**src/mpo_pkg.sv**
```systemverilog
// Constants and types shared by the motor PWM output-control block
package mpo_pkg;

    localparam int CNT_W  = 12;
    localparam int NPAIR  = 4;
    localparam int NPIN   = 8;
    localparam int ADDR_W = 8;

    // Register byte offsets
    localparam logic [ADDR_W-1:0] OFS_CTRL0   = 8'h00;
    localparam logic [ADDR_W-1:0] OFS_PERIOD  = 8'h04;
    localparam logic [ADDR_W-1:0] OFS_CTRL1   = 8'h08;
    localparam logic [ADDR_W-1:0] OFS_FLTCFG  = 8'h0C;
    localparam logic [ADDR_W-1:0] OFS_OVR_SEL = 8'h10;
    localparam logic [ADDR_W-1:0] OFS_OVR_LVL = 8'h14;
    localparam logic [ADDR_W-1:0] OFS_DEAD    = 8'h18;
    localparam logic [ADDR_W-1:0] OFS_STATUS  = 8'h1C;
    localparam logic [ADDR_W-1:0] OFS_DUTY0   = 8'h20;
    localparam logic [ADDR_W-1:0] OFS_DUTY3   = 8'h2C;

    // Field positions
    localparam int CTRL0_MODE_LSB = 0;
    localparam int CTRL0_RUN      = 2;
    localparam int CTRL0_IRQ_EN   = 3;
    localparam int CTRL1_SYNC     = 0;
    localparam int CTRL1_PMOD_LSB = 4;
    localparam int FLT_SCOPE      = 0;
    localparam int FLT_BRK_EN     = 1;
    localparam int STAT_FAULT     = 12;
    localparam int STAT_PIN_LSB   = 16;

    // Timebase mode codes
    localparam logic [1:0] TB_MODE_EDGE   = 2'h0;
    localparam logic [1:0] TB_MODE_SINGLE = 2'h1;
    localparam logic [1:0] TB_MODE_CENTER = 2'h2;

    // Reset values
    localparam logic [7:0]       RST_OVR_SEL = 8'hFF;
    localparam logic [7:0]       RST_OVR_LVL = 8'h00;
    localparam logic [CNT_W-1:0] RST_PERIOD  = 12'hFFF;
    localparam logic [7:0]       RST_DEAD    = 8'h04;

    // Outputs forced inactive by a fault: ALL when the scope bit is set, PART when it is clear
    localparam logic [7:0] FLT_MASK_ALL  = 8'hFF;
    localparam logic [7:0] FLT_MASK_PART = 8'h3F;

    typedef enum logic [1:0] {
        TB_UP   = 2'b01,
        TB_DOWN = 2'b10
    } mpo_dir_e;

endpackage : mpo_pkg

```
**src/mpo_ovr_if.sv**
```systemverilog
// Override fields between the register file and the sync stage
`timescale 1ns/1ps
`default_nettype none
interface mpo_ovr_if;
    logic [7:0] shd_sel;
    logic [7:0] shd_lvl;
    logic       sync_en;
    logic       sync_pt;
    logic [7:0] act_sel;
    logic [7:0] act_lvl;
    modport ctl (output shd_sel, shd_lvl, sync_en, sync_pt,
                 input  act_sel, act_lvl);
    modport syn (input  shd_sel, shd_lvl, sync_en, sync_pt,
                 output act_sel, act_lvl);
endinterface : mpo_ovr_if
`default_nettype wire

```
**src/mpo_ovr_sync.sv**
```systemverilog
// Applies written override fields at once or at time-base sync points
`timescale 1ns/1ps
`default_nettype none
module mpo_ovr_sync (
    input  wire logic CLK_IN,
    input  wire logic RST_IN,
    mpo_ovr_if.syn    ovr
);
    import mpo_pkg::*;

    always_ff @(posedge CLK_IN) begin
        if (RST_IN) begin
            ovr.act_sel <= RST_OVR_SEL;
            ovr.act_lvl <= RST_OVR_LVL;
        end else if (!ovr.sync_en || ovr.sync_pt) begin
            ovr.act_sel <= ovr.shd_sel;
            ovr.act_lvl <= ovr.shd_lvl;
        end
    end

endmodule : mpo_ovr_sync
`default_nettype wire

```
**src/mpo_pair_stage.sv**
```systemverilog
// Dead time, fault forcing and polarity for one output pair
`timescale 1ns/1ps
`default_nettype none
module mpo_pair_stage (
    input  wire logic       CLK_IN,
    input  wire logic       RST_IN,
    input  wire logic       COMP_IN,
    input  wire logic       ODD_REQ_IN,
    input  wire logic       EVEN_REQ_IN,
    input  wire logic [7:0] DEAD_IN,
    input  wire logic [1:0] FORCE_OFF_IN,
    input  wire logic [1:0] POL_IN,
    output logic      [1:0] ACT_OUT,
    output logic      [1:0] PIN_OUT
);
    import mpo_pkg::*;

    logic [7:0] cnt_o_q;
    logic [7:0] cnt_e_q;
    logic       on_o_q;
    logic       on_e_q;
    logic       on_o_d;
    logic       on_e_d;

    always_ff @(posedge CLK_IN) begin
        if (RST_IN || !ODD_REQ_IN || on_e_q) begin
            cnt_o_q <= 8'h00;
        end else if (cnt_o_q != DEAD_IN) begin
            cnt_o_q <= cnt_o_q + 8'h01;
        end
    end

    always_ff @(posedge CLK_IN) begin
        if (RST_IN || !EVEN_REQ_IN || on_o_q) begin
            cnt_e_q <= 8'h00;
        end else if (cnt_e_q != DEAD_IN) begin
            cnt_e_q <= cnt_e_q + 8'h01;
        end
    end

    always_comb begin
        on_o_d = ODD_REQ_IN &
                 (!COMP_IN || (cnt_o_q == DEAD_IN && !on_e_q));
        on_e_d = EVEN_REQ_IN &
                 (!COMP_IN || (cnt_e_q == DEAD_IN && !on_o_q && !on_o_d));
    end

    always_ff @(posedge CLK_IN) begin
        if (RST_IN) begin
            on_o_q <= 1'b0;
            on_e_q <= 1'b0;
        end else begin
            on_o_q <= on_o_d;
            on_e_q <= on_e_d;
        end
    end

    always_ff @(posedge CLK_IN) begin
        if (RST_IN) begin
            ACT_OUT <= 2'h0;
            PIN_OUT <= 2'h0;
        end else begin
            ACT_OUT <= {on_o_d, on_e_d} & ~FORCE_OFF_IN;
            PIN_OUT <= ({on_o_d, on_e_d} & ~FORCE_OFF_IN) ^ POL_IN;
        end
    end

endmodule : mpo_pair_stage
`default_nettype wire

```
**src/mpo_top.sv**
```systemverilog
// Motor PWM output control: timebase, single pulse, override, fault
//
// Summary of operation
// - Single pulse only in edge-aligned timing, mode 01.
// - Single pulse: enabled outputs go active as soon as run is set.
// - Single pulse: a channel goes inactive when count meets its duty.
// - Period match: clear count, outputs inactive, clear run, optional pulse.
// - Period and duty stay after a pulse; setting run repeats it.
// - Eight-bit override select and level fields, one bit per pin.
// - Select set passes duty output; clear uses level bit.
// - Overridden pin is active for level 1, inactive for level 0.
// - Complementary even overridden active follows odd's complement.
// - With sync enabled, override changes wait for time-base sync points.
// - Edge-aligned sync point is count equal to zero.
// - Center-aligned sync at count zero and count equal period.
// - Complementary even never active while odd is active.
// - Dead time kept under override.
// - Any fault input active puts affected outputs inactive.
// - Scope bit 1: all eight outputs forced inactive during a fault.
// - Scope bit 0: only outputs 5..0 forced; 7 and 6 run on.
// - Breakpoint fault enable makes a debug halt count as a fault.
//
// The register addresses and the APB slave port were chosen for this implementation.
`timescale 1ns/1ps
`default_nettype none
module mpo_top (
    input  wire logic                      CORE_CLK_IN,
    input  wire logic                      RST_IN,
    input  wire logic                      PSEL_IN,
    input  wire logic                      PENABLE_IN,
    input  wire logic                      PWRITE_IN,
    input  wire logic [mpo_pkg::ADDR_W-1:0] PADDR_IN,
    input  wire logic [31:0]               PWDATA_IN,
    output logic      [31:0]               PRDATA_OUT,
    output logic                           PREADY_OUT,
    output logic                           PSLVERR_OUT,
    input  wire logic                      FAULT_A_IN,
    input  wire logic                      FAULT_B_IN,
    input  wire logic                      DEBUG_HALT_IN,
    input  wire logic [mpo_pkg::NPIN-1:0]  POLARITY_IN,
    output logic      [mpo_pkg::NPIN-1:0]  PWM_OUT,
    output logic                           PERIOD_EVT_OUT
);
    import mpo_pkg::*;

    // Control registers
    logic [1:0]       timebase_mode_sel_q;
    logic             timebase_run_q;
    logic             period_evt_en_q;
    logic [CNT_W-1:0] period_value_q;
    logic             override_sync_en_q;
    logic [3:0]       pair_mode_q;
    logic             fault_scope_all_q;
    logic             breakpoint_fault_en_q;
    logic [7:0]       override_select_q;
    logic [7:0]       override_level_q;
    logic [7:0]       dead_time_q;
    logic [CNT_W-1:0] duty_value_q [NPAIR];

    // Timebase
    logic [CNT_W-1:0] timebase_count_q;
    mpo_dir_e         dir_q;
    logic             period_match;
    logic             is_center;
    logic             is_single;
    logic             run_set;
    logic [3:0]       pulse_q;
    logic [3:0]       odd_raw;

    // Bus decode
    logic             apb_setup;
    logic             apb_wr;
    logic             addr_hit;
    logic [31:0]      rd_mux;

    // Fault path
    logic [2:0]       sync1_q;
    logic [2:0]       sync2_q;
    logic             fault_active;
    logic [7:0]       force_off;

    // Output path
    logic [7:0]       pin_req;
    logic [7:0]       pin_act;

    mpo_ovr_if ovr ();

    assign apb_setup = PSEL_IN && !PENABLE_IN;
    assign apb_wr    = PSEL_IN && PENABLE_IN && PWRITE_IN && addr_hit;
    assign PREADY_OUT = 1'b1;

    always_comb begin
        addr_hit = 1'b1;
        rd_mux   = 32'h0000_0000;
        unique case (PADDR_IN)
            OFS_CTRL0: begin
                rd_mux[CTRL0_MODE_LSB +: 2] = timebase_mode_sel_q;
                rd_mux[CTRL0_RUN]           = timebase_run_q;
                rd_mux[CTRL0_IRQ_EN]        = period_evt_en_q;
            end
            OFS_PERIOD: begin
                rd_mux[CNT_W-1:0] = period_value_q;
            end
            OFS_CTRL1: begin
                rd_mux[CTRL1_SYNC]           = override_sync_en_q;
                rd_mux[CTRL1_PMOD_LSB +: 4]  = pair_mode_q;
            end
            OFS_FLTCFG: begin
                rd_mux[FLT_SCOPE]  = fault_scope_all_q;
                rd_mux[FLT_BRK_EN] = breakpoint_fault_en_q;
            end
            OFS_OVR_SEL: begin
                rd_mux[7:0] = override_select_q;
            end
            OFS_OVR_LVL: begin
                rd_mux[7:0] = override_level_q;
            end
            OFS_DEAD: begin
                rd_mux[7:0] = dead_time_q;
            end
            OFS_STATUS: begin
                rd_mux[CNT_W-1:0]        = timebase_count_q;
                rd_mux[STAT_FAULT]       = fault_active;
                rd_mux[STAT_PIN_LSB +: 8] = pin_act;
            end
            default: begin
                if (PADDR_IN >= OFS_DUTY0 && PADDR_IN <= OFS_DUTY3
                    && PADDR_IN[1:0] == 2'h0) begin
                    rd_mux[CNT_W-1:0] = duty_value_q[PADDR_IN[3:2]];
                end else begin
                    addr_hit = 1'b0;
                end
            end
        endcase
    end

    // Captured at setup, so zero wait states
    always_ff @(posedge CORE_CLK_IN) begin
        if (RST_IN) begin
            PRDATA_OUT  <= 32'h0000_0000;
            PSLVERR_OUT <= 1'b0;
        end else if (apb_setup) begin
            PRDATA_OUT  <= PWRITE_IN ? 32'h0000_0000 : rd_mux;
            PSLVERR_OUT <= !addr_hit;
        end
    end

    assign is_single = (timebase_mode_sel_q == TB_MODE_SINGLE);
    assign is_center = timebase_mode_sel_q[1];
    assign run_set   = apb_wr && PADDR_IN == OFS_CTRL0
                       && PWDATA_IN[CTRL0_RUN]
                       && PWDATA_IN[CTRL0_MODE_LSB +: 2] == TB_MODE_SINGLE;

    always_ff @(posedge CORE_CLK_IN) begin
        if (RST_IN) begin
            timebase_mode_sel_q <= TB_MODE_EDGE;
            period_evt_en_q     <= 1'b0;
        end else if (apb_wr && PADDR_IN == OFS_CTRL0) begin
            timebase_mode_sel_q <= PWDATA_IN[CTRL0_MODE_LSB +: 2];
            period_evt_en_q     <= PWDATA_IN[CTRL0_IRQ_EN];
        end
    end

    // Run cleared at single-pulse end; a write in that cycle wins
    always_ff @(posedge CORE_CLK_IN) begin
        if (RST_IN) begin
            timebase_run_q <= 1'b0;
        end else if (apb_wr && PADDR_IN == OFS_CTRL0) begin
            timebase_run_q <= PWDATA_IN[CTRL0_RUN];
        end else if (is_single && period_match) begin
            timebase_run_q <= 1'b0;
        end
    end

    // Period and duty only change on writes
    always_ff @(posedge CORE_CLK_IN) begin
        if (RST_IN) begin
            period_value_q <= RST_PERIOD;
        end else if (apb_wr && PADDR_IN == OFS_PERIOD) begin
            period_value_q <= PWDATA_IN[CNT_W-1:0];
        end
    end

    generate
        for (genvar p = 0; p < NPAIR; p++) begin : g_duty
            always_ff @(posedge CORE_CLK_IN) begin
                if (RST_IN) begin
                    duty_value_q[p] <= '0;
                end else if (apb_wr && PADDR_IN ==
                             OFS_DUTY0 + ADDR_W'(4 * p)) begin
                    duty_value_q[p] <= PWDATA_IN[CNT_W-1:0];
                end
            end
        end
    endgenerate

    always_ff @(posedge CORE_CLK_IN) begin
        if (RST_IN) begin
            override_sync_en_q <= 1'b0;
            pair_mode_q        <= 4'h0;
        end else if (apb_wr && PADDR_IN == OFS_CTRL1) begin
            override_sync_en_q <= PWDATA_IN[CTRL1_SYNC];
            pair_mode_q        <= PWDATA_IN[CTRL1_PMOD_LSB +: 4];
        end
    end

    always_ff @(posedge CORE_CLK_IN) begin
        if (RST_IN) begin
            fault_scope_all_q     <= 1'b1;
            breakpoint_fault_en_q <= 1'b0;
        end else if (apb_wr && PADDR_IN == OFS_FLTCFG) begin
            fault_scope_all_q     <= PWDATA_IN[FLT_SCOPE];
            breakpoint_fault_en_q <= PWDATA_IN[FLT_BRK_EN];
        end
    end

    always_ff @(posedge CORE_CLK_IN) begin
        if (RST_IN) begin
            override_select_q <= RST_OVR_SEL;
            override_level_q  <= RST_OVR_LVL;
            dead_time_q       <= RST_DEAD;
        end else if (apb_wr) begin
            if (PADDR_IN == OFS_OVR_SEL) begin
                override_select_q <= PWDATA_IN[7:0];
            end
            if (PADDR_IN == OFS_OVR_LVL) begin
                override_level_q <= PWDATA_IN[7:0];
            end
            if (PADDR_IN == OFS_DEAD) begin
                dead_time_q <= PWDATA_IN[7:0];
            end
        end
    end

    // Single pulse counts up like edge-aligned
    always_ff @(posedge CORE_CLK_IN) begin
        if (RST_IN || !timebase_run_q) begin
            timebase_count_q <= '0;
            dir_q            <= TB_UP;
        end else begin
            unique case (dir_q)
                TB_UP: begin
                    if (timebase_count_q >= period_value_q) begin
                        if (is_center && period_value_q != '0) begin
                            dir_q            <= TB_DOWN;
                            timebase_count_q <= period_value_q - 1'b1;
                        end else begin
                            timebase_count_q <= '0;
                        end
                    end else begin
                        timebase_count_q <= timebase_count_q + 1'b1;
                    end
                end
                TB_DOWN: begin
                    if (timebase_count_q == '0) begin
                        dir_q            <= TB_UP;
                        timebase_count_q <= timebase_count_q + 1'b1;
                    end else begin
                        timebase_count_q <= timebase_count_q - 1'b1;
                    end
                end
            endcase
        end
    end

    assign period_match = timebase_run_q && dir_q == TB_UP
                          && timebase_count_q == period_value_q;

    always_ff @(posedge CORE_CLK_IN) begin
        if (RST_IN) begin
            PERIOD_EVT_OUT <= 1'b0;
        end else begin
            PERIOD_EVT_OUT <= is_single && period_match && period_evt_en_q;
        end
    end

    generate
        for (genvar p = 0; p < NPAIR; p++) begin : g_pulse
            // Active on run set; off at duty match
            always_ff @(posedge CORE_CLK_IN) begin
                if (RST_IN) begin
                    pulse_q[p] <= 1'b0;
                end else if (run_set) begin
                    pulse_q[p] <= 1'b1;
                end else if (timebase_run_q && (period_match ||
                             timebase_count_q == duty_value_q[p])) begin
                    pulse_q[p] <= 1'b0;
                end
            end

            assign odd_raw[p] = is_single ? pulse_q[p] :
                (timebase_run_q && timebase_count_q < duty_value_q[p]);
        end
    endgenerate

    assign ovr.sync_pt = timebase_count_q == '0 ||
        (is_center && timebase_count_q == period_value_q);
    assign ovr.shd_sel = override_select_q;
    assign ovr.shd_lvl = override_level_q;
    assign ovr.sync_en = override_sync_en_q;

    mpo_ovr_sync u_ovr_sync (
        .CLK_IN (CORE_CLK_IN),
        .RST_IN (RST_IN),
        .ovr    (ovr.syn)
    );

    // Two-flop synchronisers for async pins
    always_ff @(posedge CORE_CLK_IN) begin
        if (RST_IN) begin
            sync1_q <= 3'h0;
            sync2_q <= 3'h0;
        end else begin
            sync1_q <= {DEBUG_HALT_IN, FAULT_B_IN, FAULT_A_IN};
            sync2_q <= sync1_q;
        end
    end

    assign fault_active = sync2_q[0] || sync2_q[1]
                          || (sync2_q[2] && breakpoint_fault_en_q);

    assign force_off = fault_active ?
        (fault_scope_all_q ? FLT_MASK_ALL : FLT_MASK_PART) : 8'h00;

    generate
        for (genvar p = 0; p < NPAIR; p++) begin : g_pair
            logic comp;
            logic odd_req;
            logic even_base;

            assign comp = !pair_mode_q[p];

            assign odd_req = ovr.act_sel[2*p+1] ? odd_raw[p]
                                                : ovr.act_lvl[2*p+1];
            assign even_base = comp ? !odd_req : odd_raw[p];

            // Even override active follows odd complement in complementary mode
            assign pin_req[2*p+1] = odd_req;
            assign pin_req[2*p]   = ovr.act_sel[2*p] ? even_base :
                (comp ? (ovr.act_lvl[2*p] && even_base)
                      : ovr.act_lvl[2*p]);

            mpo_pair_stage u_stage (
                .CLK_IN       (CORE_CLK_IN),
                .RST_IN       (RST_IN),
                .COMP_IN      (comp),
                .ODD_REQ_IN   (pin_req[2*p+1]),
                .EVEN_REQ_IN  (pin_req[2*p]),
                .DEAD_IN      (dead_time_q),
                .FORCE_OFF_IN (force_off[2*p +: 2]),
                .POL_IN       (POLARITY_IN[2*p +: 2]),
                .ACT_OUT      (pin_act[2*p +: 2]),
                .PIN_OUT      (PWM_OUT[2*p +: 2])
            );
        end
    endgenerate

endmodule : mpo_top
`default_nettype wire

```
**config.mk**
```make
export PLATFORM = sky130hd
export DESIGN_NAME = mpo_top
export DESIGN_NICKNAME = d
export VERILOG_FILES = /design/src/mpo_pkg.sv /design/src/mpo_ovr_if.sv /design/src/mpo_ovr_sync.sv /design/src/mpo_pair_stage.sv /design/src/mpo_top.sv
export SDC_FILE = /design/constraint.sdc
export NUM_CORES = 1
export LEC_CHECK = 0
export ABC_AREA = 1
export BUFFER_PORTS_ARGS = -buffer_cell sky130_fd_sc_hd__clkbuf_2
export CORE_ASPECT_RATIO = 0.7
export CORE_MARGIN = 5
export CORE_UTILIZATION = 60
export CTS_BUF_LIST = sky130_fd_sc_hd__clkbuf_8
export DETAILED_ROUTE_END_ITERATION = 6
export GPL_ROUTABILITY_DRIVEN = 0
export PLACE_DENSITY_LB_ADDON = 0.05
export SLEW_MARGIN = 25
export SYNTH_ARGS = -nofsm -noshare
export SYNTH_HDL_FRONTEND = slang
export SYNTH_SLANG_ARGS = --single-unit
```
**constraint.sdc**
```tcl
create_clock -name CORE_CLK_IN -period 2.61 [get_ports CORE_CLK_IN]
set_clock_uncertainty 0.05 [all_clocks]
set_input_delay 0 -clock CORE_CLK_IN [delete_from_list [all_inputs] [get_ports CORE_CLK_IN]]
set_output_delay 0 -clock CORE_CLK_IN [all_outputs]
set_load 0.01 [all_outputs]
```
==> key figures <==
Outcome
  • Status: finished, final reports clean

Floorplan
  • Die ar.: 0.0256 sq mm
  • Core Box Area: 0.0218 sq mm
  • Initial Util: 61.6%
  • Top Ports: 99
  • Row count: 45
  • Die width: 189 um
  • Die height: 135 um

Setup path
  • CP Launch Type: flip-flop
  • Crit Path Max Fanout: 7
  • Delay-heaviest family, CP: simple AND/OR/NAND/NOR gates
  • Crit path DAT: 2920 ps
  • Critical Setup Path Class: reg2reg
  • CP max-delay cell: dfxtp_1
  • Most used cell, CP: nor2_1
  • Crit-path cells: clkinvlp_4, buf_4, ha_1, nand4_1, nor2_1, nand2_1, inv_1, nor2_1, o21ai_0, a21oi_1
  • WP data required: 3020 ps
  • Slowest stage delay, CP: 450 ps
  • CP Capture Type: flip-flop
  • Worst Path Buf+Inv: 3
  • Reg2reg setup slack: 110 ps

Timing
  • Final setup fails: 0
  • RSZ-0062 raised after global routing: false
  • Min Tclk post-route: 2500 ps
  • Slew @ Worst Pin: 984 ps
  • Final worst slack: 108 ps
  • Fin. Hold Viols: 0
  • Slew Limit Fails: 0
  • FMAX: 400 MHz
  • Final hold slack: 93.4 ps
  • Final Cycle Share: 95.9%
  • Setup_tns: 0 ps
  • Max-Slew Margin vs Limit: 33.6%

Placed design
  • Placed Cells: 2,162
  • Detailed placer's ending HPWL: 30,800 um
  • Post-Place Cell Area: 0.0142 sq mm
  • Setup WS pre-CTS: 181 ps
  • PortBufs: 66

Layout
  • Layout fillers: 1,858
  • Antenna diodes: 0
  • Nets: 2,081
  • Register Area: 0.00541 sq mm
  • Core Util, Final: 70.0%
  • Area of the multi-input gates: 0.00682 sq mm
  • Final instance area: 0.0153 sq mm
  • Share of layout cells above drive strength 1: 10.8%
  • Non-Filler Instances: 2,260
  • P&R area growth vs syn: 13.8%

Synth
  • Async set-reset flop share out of synthesis: 0%
  • Cells after Synth: 1,817
  • Register area share after synthesis: 40.2%
  • Avg Cell Area, Syn: 7.40 sq um
  • Area of the mapped netlist: 0.0134 sq mm
  • Yosys reg bits: 246
  • Top_reg_cell synth: dfxtp_1
  • Yosys warns: 0
  • Number of synthesized flops with an enable pin: 48
  • Library cells used by synthesis: 48

Drt
  • # DRC: 0
  • DR WL/cell: 18.2 um
  • Starting DRT DRC Count: 1,539
  • Total Wirelength: 41,200 um
  • First-pass DRT Iterations: 7
  • Mean number of vias per cell: 5.78
  • Via count: 13,100
  • Routed Antenna Nets: 0

GRT
  • Total track usage: 31.3%
  • Initial antenna violation count: 0
  • First-pass GRT wire length: 63,900 um
  • Vias in the first global route: 11,700
  • Grt ovf: 0
  • Largest net degree at the start of global routing: 64

Clock network
  • Root Buffer: clkbuf_8
  • Clock latency on the worst-skew pair: 550 ps
  • CTS Buf Count: 38
  • Clock-pin slew on the worst setup and hold paths: 70 ps
  • Clk buf depth: 3
  • H-tree depth: 2
  • # clock sinks: 246
  • CTS tree: yes

Power and ir drop
  • Power Density: 513 mW/mm^2
  • Leak: 6.76 nW
  • Pwr Total: 7.85 mW
  • Peak supply drop: 0.348 mV

Run
  • MaxCap Viol Count: 0

Worst hold path
  • Worst min-delay path class: in2reg
==> final timing paths <==
kind / from / endpoint / cells past startpoint
setup / recovery: timebase_count_q[0]$_SDFF_PP0_ / timebase_count_q[7]$_SDFF_PP0_ / 10
hold / removal: PADDR_IN[4] / fault_scope_all_q$_SDFFE_PP1P_ / 6
setup reg to reg: timebase_count_q[0]$_SDFF_PP0_ / timebase_count_q[7]$_SDFF_PP0_ / 10
hold reg to reg: sync1_q[2]$_SDFF_PP0_ / sync2_q[2]$_SDFF_PP0_ / 2
==> layout make-up <==
type | instances | area share [%]
inverters | 258 | 6.35
multi-input cells | 1266 | 44.6
clock buffers | 47 | 4.23
flip-flops and latches | 246 | 35.3
repair buffers | 142 | 6.44
clock inverters | 19 | 0.728
well taps | 282 | 2.31
==> layout by cell type (no fill, tap or decap), types with 10 or more instances in the layout <==
master	instances
nor3_1	20
dlygate4sd3_1	29
xor2_1	51
edfxtp_1	48
inv_1	255
a21oi_1	154
inv_2	10
o21ai_0	56
ha_1	73
clkbuf_2	66
conb_1	12
dfxtp_1	196
o22ai_1	33
nand2_1	380
buf_4	46
or2_2	14
nand3_1	102
nor2_1	185
nor3b_1	16
nand4_1	63
clkbuf_8	47
o211ai_1	30
==> power breakdown <==
group / leakage [nW] / switching [mW] / total [mW] / internal, mW
clock: 0.435 / 1.57 / 3.30 / 1.73
combinational: 4.27 / 0.358 / 0.542 / 0.184
sequential: 2.06 / 0.0550 / 4.01 / 3.95
==> state kept, by name (all words and copies together) (netlist names), 2 cells and up <==
register / flops
PRDATA_OUT: 21
g_pair.u_stage.on_e_q: 4
timebase_mode_sel_q: 2
g_pair.u_stage.cnt_o_q: 32
duty_value_q: 48
g_pair.u_stage.cnt_e_q: 32
dir_q: 2
g_pair.u_stage.on_o_q: 4
g_pair.u_stage.PIN_OUT: 8
pair_mode_q: 4
sync1_q: 3
dead_time_q: 8
override_level_q: 8
g_pair.u_stage.ACT_OUT: 8
override_select_q: 8
period_value_q: 12
sync2_q: 3
u_ovr_sync.ovr.act_lvl: 8
pulse_q: 4
timebase_count_q: 12
u_ovr_sync.ovr.act_sel: 8
==> what timing repair did <==
action / 4_1_cts / 5_1_grt
gates resized for setup: 0 / 8
buffers inserted: 0 / 3
setup endpoints to repair: 0 / 15
hold buffers: 29 / 0
hold endpoints to repair: 105 / 0
==> kinds of logic after synthesis <==
family | count (synthesis) | share of synthesized area (%)
adder cells (fa/ha/maj) | 73 | 6.79
other | 2 | 0.0558
AND/OR/NAND/NOR | 813 | 26.6
buffers and inverters | 315 | 9.44
AO/OA/AOI/OAI | 312 | 13.3
flip-flops | 246 | 40.2
XOR/XNOR | 56 | 3.65
==> worst reg2reg max path: stages, from the launching register on <==
cell and delay [ps]:
dfxtp_1 450, clkinvlp_4 260, buf_4 210, ha_1 180, nand4_1 90, nor2_1 60, nand2_1 280, inv_1 150
nor2_1 310, o21ai_0 190, a21oi_1 220
==> cell usage after synthesis, types with 2 or more instances <==
| master | number | area share, % |
|---|---|---|
| nand2_1 | 384 | 11 |
| inv_1 | 245 | 6.8 |
| dfxtp_1 | 198 | 29 |
| nor2_1 | 186 | 5.2 |
| a21oi_1 | 154 | 5.7 |
| nand3_1 | 102 | 3.8 |
| ha_1 | 73 | 6.8 |
| nand4_1 | 63 | 2.9 |
| o21ai_0 | 56 | 2.1 |
| xor2_1 | 51 | 3.3 |
| edfxtp_1 | 48 | 11 |
| o22ai_1 | 33 | 1.5 |
| o211ai_1 | 30 | 1.7 |
| clkbuf_1 | 25 | 0.70 |
| buf_4 | 20 | 1.1 |
| nor3_1 | 20 | 0.74 |
| nor3b_1 | 16 | 0.89 |
| or2_2 | 14 | 0.65 |
| buf_2 | 10 | 0.37 |
| inv_2 | 9 | 0.25 |
| nor2_2 | 8 | 0.37 |
| a221oi_1 | 6 | 0.39 |
| o311ai_0 | 6 | 0.39 |
| a211oi_1 | 5 | 0.28 |
| nor4_1 | 5 | 0.23 |
| xnor2_1 | 5 | 0.33 |
| a31oi_1 | 4 | 0.19 |
| clkinv_1 | 4 | 0.11 |
| nand3_2 | 4 | 0.30 |
| o221ai_1 | 4 | 0.26 |
| and2_1 | 3 | 0.14 |
| o21bai_1 | 3 | 0.17 |
| o31ai_1 | 3 | 0.17 |
| buf_1 | 2 | 0.056 |
| conb_1 | 2 | 0.056 |
| nand3b_1 | 2 | 0.11 |
| o2111ai_1 | 2 | 0.13 |
| o21ai_1 | 2 | 0.074 |
==> layer usage <==
metal  vias to the layer above  share of wire (%)  global-route usage [%]
li1                       6296                  -                       -
met4                         0                2.2                    7.61
met3                        90                 14                    10.1
met5                         -                  0                       0
met2                       727                 38                    43.0
met1                      5956                 46                    47.4
Power figures use the tool's default switching activity.
